File: config.mk
export PLATFORM = sky130hd
export DESIGN_NAME = spd_top
export DESIGN_NICKNAME = d
export VERILOG_FILES = /design/src/hdl/spd_pkg.sv /design/src/hdl/spd_chan.sv /design/src/hdl/spd_top.sv
export SDC_FILE = /design/constraint.sdc
export NUM_CORES = 1
export LEC_CHECK = 0
export ABC_CLOCK_PERIOD_IN_PS = 6000
export BUFFER_PORTS_ARGS = -buffer_cell sky130_fd_sc_hd__buf_2
export CORE_MARGIN = 2
export CORE_UTILIZATION = 40
export DETAILED_ROUTE_END_ITERATION = 8
export PLACE_DENSITY_LB_ADDON = 0.15
export SYNTH_ARGS = -nofsm -noshare
export SYNTH_HDL_FRONTEND = slang
export SYNTH_SLANG_ARGS = --single-unit
File: constraint.sdc
create_clock -name REF_CLK -period 6 [get_ports REF_CLK]
set_input_delay 0 -clock REF_CLK [delete_from_list [all_inputs] [get_ports REF_CLK]]
set_output_delay 0 -clock REF_CLK [all_outputs]
set_load 0.02 [all_outputs]
File: src/hdl/spd_pkg.sv
package spd_pkg;

  // ------------------------------------------------------------
  // Sizes
  // ------------------------------------------------------------
  localparam int NUM_PORT = 2;
  localparam int NUM_CH = 4;
  localparam int CH_W = 2;
  localparam int ADDR_W = 32;
  localparam int CNT_W = 16;
  localparam int BYTE_W = 8;

  // ------------------------------------------------------------
  // Channel numbering: bit 0 is direction, bit 1 is port
  // ------------------------------------------------------------
  localparam int CH_DIR_BIT = 0;
  localparam int CH_PORT_BIT = 1;

  // ------------------------------------------------------------
  // Values
  // ------------------------------------------------------------
  localparam logic [ADDR_W-1:0] PTR_RESET = 32'h00000000;
  localparam logic [ADDR_W-1:0] PTR_STEP = 32'h00000001;
  localparam logic [CNT_W-1:0] CNT_RESET = 16'h0000;
  localparam logic [CNT_W-1:0] CNT_STEP = 16'h0001;
  localparam logic [CNT_W-1:0] CNT_LAST = 16'h0001;
  localparam logic [CNT_W-1:0] CNT_EMPTY = 16'h0000;
  localparam logic [BYTE_W-1:0] BYTE_RESET = 8'h00;

  // ------------------------------------------------------------
  // Types
  // ------------------------------------------------------------
  typedef enum logic [2:0] {
    SPD_IDLE = 3'h1,
    SPD_BUS = 3'h2,
    SPD_SETTLE = 3'h4
  } spd_fsm_t;

  typedef struct packed {
    logic ptr_we;
    logic cnt_we;
    logic [ADDR_W-1:0] wdata;
  } spd_sw_wr_t;

  typedef struct packed {
    logic req;
    logic we;
    logic [ADDR_W-1:0] addr;
    logic [BYTE_W-1:0] wdata;
  } spd_mem_req_t;

  typedef struct packed {
    logic [ADDR_W-1:0] ptr;
    logic [CNT_W-1:0] cnt;
    logic done;
  } spd_chan_state_t;

  typedef struct packed {
    spd_fsm_t fsm;
    logic [CH_W-1:0] ch;
    spd_mem_req_t mem;
    logic [NUM_PORT-1:0] rx_take;
    logic [NUM_PORT-1:0] tx_load;
    logic [NUM_PORT-1:0][BYTE_W-1:0] tx_data;
    logic [NUM_CH-1:0] advance;
  } spd_top_state_t;

endpackage : spd_pkg

File: src/hdl/spd_chan.sv
`timescale 1ns/10ps
`default_nettype none
module spd_chan
  import spd_pkg::*;
(
  // Clock and reset
  input wire logic clk,
  input wire logic rst_n,
  // Software writes decoded by the owning serial port
  input wire logic load_ptr,
  input wire logic load_cnt,
  input wire logic [ADDR_W-1:0] wr_data,
  // Byte moved
  input wire logic advance,
  // State
  output logic [ADDR_W-1:0] ptr,
  output logic [CNT_W-1:0] cnt,
  output logic done
);

  spd_chan_state_t st;
  spd_chan_state_t next_st;

  // ------------------------------------------------------------
  // Pointer and count
  // ------------------------------------------------------------
  always_comb begin
    next_st = st;
    next_st.done = 1'b0;
    if (advance) begin
      next_st.ptr = st.ptr + PTR_STEP;
      next_st.cnt = st.cnt - CNT_STEP;
      next_st.done = (st.cnt == CNT_LAST);
    end
    if (load_ptr) begin
      next_st.ptr = wr_data;
    end
    if (load_cnt) begin
      next_st.cnt = wr_data[CNT_W-1:0];
    end
  end

  always_ff @(posedge clk or negedge rst_n) begin
    if (!rst_n) begin
      st <= '{ptr: PTR_RESET, cnt: CNT_RESET, done: 1'b0};
    end else begin
      st <= next_st;
    end
  end

  assign ptr = st.ptr;
  assign cnt = st.cnt;
  assign done = st.done;

endmodule : spd_chan
`default_nettype wire

File: src/hdl/spd_top.sv
// How it works
// - four channels, receive and transmit per port
// - each channel holds pointer and count
// - count exhausted flags end of transfer
// - one program covers up to 65535 bytes
// - bytes move without processor help
// - registers written through owning port's decode
`timescale 1ns/10ps
`default_nettype none
module spd_top
  import spd_pkg::*;
(
  // Clock and reset
  input wire logic REF_CLK,
  input wire logic NRST,
  // Register writes from the serial ports
  input wire spd_sw_wr_t [NUM_CH-1:0] SW_WR,
  // Channel state back to the serial ports
  output logic [NUM_CH-1:0][ADDR_W-1:0] CH_PTR,
  output logic [NUM_CH-1:0][CNT_W-1:0] CH_CNT,
  output logic [NUM_CH-1:0] END_XFER,
  // Serial port receive side
  input wire logic [NUM_PORT-1:0] RX_FULL,
  input wire logic [NUM_PORT-1:0][BYTE_W-1:0] RX_DATA,
  output logic [NUM_PORT-1:0] RX_TAKE,
  // Serial port transmit side
  input wire logic [NUM_PORT-1:0] TX_EMPTY,
  output logic [NUM_PORT-1:0] TX_LOAD,
  output logic [NUM_PORT-1:0][BYTE_W-1:0] TX_DATA,
  // Memory bus
  output spd_mem_req_t MEM,
  input wire logic MEM_ACK,
  input wire logic [BYTE_W-1:0] MEM_RDATA
);

  spd_top_state_t st;
  spd_top_state_t next_st;
  logic [NUM_CH-1:0] eligible;
  logic [NUM_CH-1:0] done;
  logic [NUM_CH-1:0][ADDR_W-1:0] ptr;
  logic [NUM_CH-1:0][CNT_W-1:0] cnt;

  // ------------------------------------------------------------
  // Channels
  // ------------------------------------------------------------
  genvar gi;
  generate
    for (gi = 0; gi < NUM_CH; gi++) begin : g_ch
      localparam logic [CH_W-1:0] CH_ID = gi[CH_W-1:0];
      localparam int PORT = CH_ID[CH_PORT_BIT];

      spd_chan u_chan (
        .clk(REF_CLK),
        .rst_n(NRST),
        .load_ptr(SW_WR[gi].ptr_we),
        .load_cnt(SW_WR[gi].cnt_we),
        .wr_data(SW_WR[gi].wdata),
        .advance(st.advance[gi]),
        .ptr(ptr[gi]),
        .cnt(cnt[gi]),
        .done(done[gi])
      );

      // Even channel receives, odd channel transmits
      if (CH_ID[CH_DIR_BIT] == 1'b0) begin : g_rx
        assign eligible[gi] = (cnt[gi] != CNT_EMPTY) && RX_FULL[PORT];
      end else begin : g_tx
        assign eligible[gi] = (cnt[gi] != CNT_EMPTY) && TX_EMPTY[PORT];
      end
    end
  endgenerate

  // ------------------------------------------------------------
  // Transfer sequencer
  // ------------------------------------------------------------
  always_comb begin
    logic [CH_W-1:0] sel;
    logic found;
    logic port;
    sel = '0;
    found = 1'b0;
    port = 1'b0;
    next_st = st;
    next_st.rx_take = '0;
    next_st.tx_load = '0;
    next_st.advance = '0;
    // Lowest numbered ready channel wins
    for (int i = NUM_CH - 1; i >= 0; i--) begin
      if (eligible[i]) begin
        sel = i[CH_W-1:0];
        found = 1'b1;
      end
    end
    case (st.fsm)
      SPD_IDLE: begin
        port = sel[CH_PORT_BIT];
        if (found) begin
          next_st.ch = sel;
          next_st.mem.req = 1'b1;
          next_st.mem.addr = ptr[sel];
          if (sel[CH_DIR_BIT] == 1'b0) begin
            next_st.rx_take[port] = 1'b1;
            next_st.mem.we = 1'b1;
            next_st.mem.wdata = RX_DATA[port];
          end else begin
            next_st.mem.we = 1'b0;
            next_st.mem.wdata = BYTE_RESET;
          end
          next_st.fsm = SPD_BUS;
        end
      end
      SPD_BUS: begin
        port = st.ch[CH_PORT_BIT];
        if (MEM_ACK) begin
          next_st.mem.req = 1'b0;
          next_st.mem.we = 1'b0;
          if (st.ch[CH_DIR_BIT] == 1'b1) begin
            next_st.tx_load[port] = 1'b1;
            next_st.tx_data[port] = MEM_RDATA;
          end
          next_st.advance[st.ch] = 1'b1;
          next_st.fsm = SPD_SETTLE;
        end
      end
      SPD_SETTLE: begin
        // Lets the port flags and the count catch up
        next_st.fsm = SPD_IDLE;
      end
      default: begin
        next_st.fsm = SPD_IDLE;
        next_st.mem.req = 1'b0;
      end
    endcase
  end

  always_ff @(posedge REF_CLK or negedge NRST) begin
    if (!NRST) begin
      st.fsm <= SPD_IDLE;
      st.ch <= '0;
      st.mem <= '{req: 1'b0, we: 1'b0, addr: PTR_RESET, wdata: BYTE_RESET};
      st.rx_take <= '0;
      st.tx_load <= '0;
      st.tx_data <= '0;
      st.advance <= '0;
    end else begin
      st <= next_st;
    end
  end

  // ------------------------------------------------------------
  // Outputs
  // ------------------------------------------------------------
  assign CH_PTR = ptr;
  assign CH_CNT = cnt;
  assign END_XFER = done;
  assign RX_TAKE = st.rx_take;
  assign TX_LOAD = st.tx_load;
  assign TX_DATA = st.tx_data;
  assign MEM = st.mem;

endmodule : spd_top
`default_nettype wire

==> reports/summary.txt <==
Status - finished, violations left
Violated checks - design-rule violations
CTS Buf Count - 31
Highest Clock Rate - 271.5 MHz
Finished Layout Cells - 2652
Worst setup EP type - register
Setup total negative slack - 0 ns
Final worst slack - 2.317 ns
Die height - 194.4 µm
Min-delay worst type - in -> reg
Clock tree buffer depth - 3
Core ar. - 0.03566 mm²
Worst-path clk slew - 0.06 ns
Data arrival, critical path - 4.15 ns
Via Count - 13993
Largest net degree at the start of global routing - 129
Area delta synth->final - 33.97%
Residual DRC - 26
DRT Wirelength - 52330 µm
Worst skew pair latency - 0.58 ns
Crit path launch type - register
CTS tree - built
Setup WS pre-CTS - 2.448 ns
Min Tclk post-route - 3.683 ns
# hold bufs at CTS - 193
Layout net count - 2346
#FFs+latches synth - 265
CP max FO - 34
Initial antenna violation count - 3
Post_cts resized - 0
Fin crit share - 0.6138
PD cells - 320.6 mW/mm²
Placed cells - 2402
Drt wl/cell - 19.73 µm
Area after DPL - 0.01648 mm²
Commonest non-fill, non-tap cell in the layout - buf_2
Worst path slowest cell - nor4_4
DRT antenna net count - 0
Max Slew Vio Count - 0
Routability cong. - 0.8877
P_leak - 8.545 nW
Netlist Area Pre-Place - 0.01450 mm²
Seq/Total Area, Yosys - 0.4575
Rel. slew slack - 0.2937
Most frequent cells in the layout - 423 x buf_2, 335 x nand2_1, 264 x dfrtp_1
Cell Rows - 69
Vias per inst - 5.276
Port buffer count - 424
Worst VDD drop - 0.2377 mV
Drt pass-1 iters - 9
Worst Path Buf+Inv - 2
Clock skew - 0.01451 ns
CP delay by family, top - simple AND/OR/NAND/NOR gates
Syn_area_per_cell - 8.749 µm²
Post-CTS setup buffer count - 0
Final Hold Viols - 0
Starting DRC count in detailed routing - 1248
Finished Cell Area - 0.01942 mm²
WS Path Type - reg -> reg
Least-Margin Pin Slew - 1.059 ns
Vias in the first global route - 13808
Initial Utilization - 0.4066
Hold slack - 0.06998 ns
CTS H-tree depth - 1
Critical Path, Cell by Cell - inv_1 -> ha_1 -> or4b_2 -> or4_4 -> and2_4 -> nor4_4 -> a22oi_1 -> dlygate4sd3_1 -> o21ai_0
Maxcap violations - 0
Die width - 194.4 µm
Post-Syn Nets - 1836
GRT Util Overall - 0.2719
Sink Count - 265
Worst Path Required - 6.47 ns
CTS root buf - clkbuf_16
Share of post-route cells with drive strength above 1 - 0.2331
RSZ-0062 raised after global routing - no
Syn. warnings - 0
First-pass GRT wire length - 80560 µm
Total grt overflow - 0
Synth cell types - 51
Cells after synthesis - 1657
HPWL after DPL - 38660 µm
CP peak stage delay - 0.66 ns
Num ports - 425
Endpoints failing setup - 0
Die ar. - 0.03778 mm²
final timing paths:
kind / cells past startpoint / slack [ns] / end / start
min in group asynchronous: 2 / 0.11 / g_ch[0].u_chan.ptr[27] / NRST
worst max register to register: 9 / 2.32 / MEM[4] / g_ch[0].u_chan.cnt[0]
worst min register to register: 2 / 0.47 / register / register
max in group asynchronous: 3 / 4.20 / asynchronous set/reset pin / NRST
worst min-delay path: 3 / 0.07 / g_ch[2].u_chan.ptr[16] / SW_WR[101]
worst max-delay path: 9 / 2.32 / MEM[4] / g_ch[0].u_chan.cnt[0]
sequential cells by signal, summed over array words and instances (netlist names), named ones only:
| register | count |
|---|---|
| MEM | 42 |
| RX_TAKE | 2 |
| g_ch.u_chan.cnt | 64 |
| g_ch.u_chan.done | 4 |
| g_ch.u_chan.ptr | 128 |
| st | 9 |
area by class of cell:
class / count / area, µm²
Multi-Input combinational cell: 1206 / 6927
Clock buffer: 49 / 943.4
Fill cell: 3348 / 16230
Tap cell: 461 / 576.8
Clock inverter: 5 / 56.30
Antenna cell: 3 / 7.507
Sequential cell: 265 / 6633
Timing Repair Buffer: 628 / 4146
Inverter: 35 / 131.4
cells in the mapped netlist, drive strengths merged:
cell    count  area share
a21o        4      0.0021
a21oi      37       0.013
a221oi      3      0.0018
a22o        1     0.00060
a22oi       8      0.0041
a31oi      32       0.014
a41oi       1     0.00060
and2        8      0.0036
and3       20      0.0086
and4        5      0.0030
buf        78       0.039
clkbuf     73       0.019
clkinv      1     0.00026
dfrtp     264        0.46
dfstp       1      0.0018
ha         12       0.010
inv        34      0.0088
mux2       14       0.011
mux2i       4      0.0028
nand2     335       0.087
nand2b      2     0.00086
nand3      75       0.026
nand3b      4      0.0021
nand4      38       0.016
nor2       66       0.017
nor2b       4      0.0017
nor3       31       0.011
nor3b       6      0.0031
nor4       20      0.0097
nor4b       3      0.0018
nor4bb      2      0.0014
o21ai     230       0.079
o221ai      1     0.00060
o22a       31       0.019
o31a        1     0.00060
o31ai       1     0.00086
o41ai       2      0.0012
or2         4      0.0017
or3         6      0.0026
or3b        2      0.0012
or4        10      0.0057
or4b        2      0.0014
xnor2     100       0.060
xor2       81       0.049
metal layers:
| metal | wire [µm] | vias up | part of all wire | global-route usage |
|---|---|---|---|---|
| li1 | - | 6685 | - | - |
| met1 | 22460 | 6685 | 0.43 | 0.3628 |
| met2 | 24580 | 524 | 0.47 | 0.4511 |
| met3 | 3569 | 99 | 0.068 | 0.04702 |
| met4 | 1717 | 0 | 0.033 | 0.08689 |
| met5 | 0 | - | 0 | 0 |
power breakdown:
group / switching, mW / leakage, nW / internal, mW / total (mW)
sequential: 0.351 / 3.22 / 2.13 / 2.48
combinational: 1.15 / 4.83 / 0.730 / 1.88
clock: 0.765 / 0.490 / 1.11 / 1.87
total: 2.26 / 8.54 / 3.96 / 6.23
through the flow:
| stage | total power, mW | util |
|---|---|---|
| 2_1_floorplan | 3.766 | - |
| 3_3_place_gp | 4.223 | 0.4623 |
| 3_5_place_dp | 4.259 | 0.4623 |
| 4_1_cts | 6.265 | 0.5445 |
| 5_1_grt | 6.538 | 0.5447 |
| 6_report | 6.226 | 0.5447 |
cells by family (layout without fill, tap and decap cells):
| logic type | after synthesis | after routing | share of synthesized area |
|---|---|---|---|
| AOI/OAI and AO/OA | 352 | 352 | 0.1372 |
| xor gates and xnor gates | 181 | 181 | 0.1094 |
| adders and majority gates | 12 | 12 | 0.01036 |
| buffers and inverters | 186 | 717 | 0.06655 |
| DFF | 265 | 265 | 0.4575 |
| muxes | 18 | 18 | 0.01364 |
| other | 0 | 3 | 0 |
| and+or+nand+nor | 643 | 643 | 0.2053 |
tightest hold or removal path: stages:
cell	delay, ns
buf_2	0.39
nand2_1	0.14
o21ai_0	0.06
Note: power is estimated with default switching activity, not from simulation.
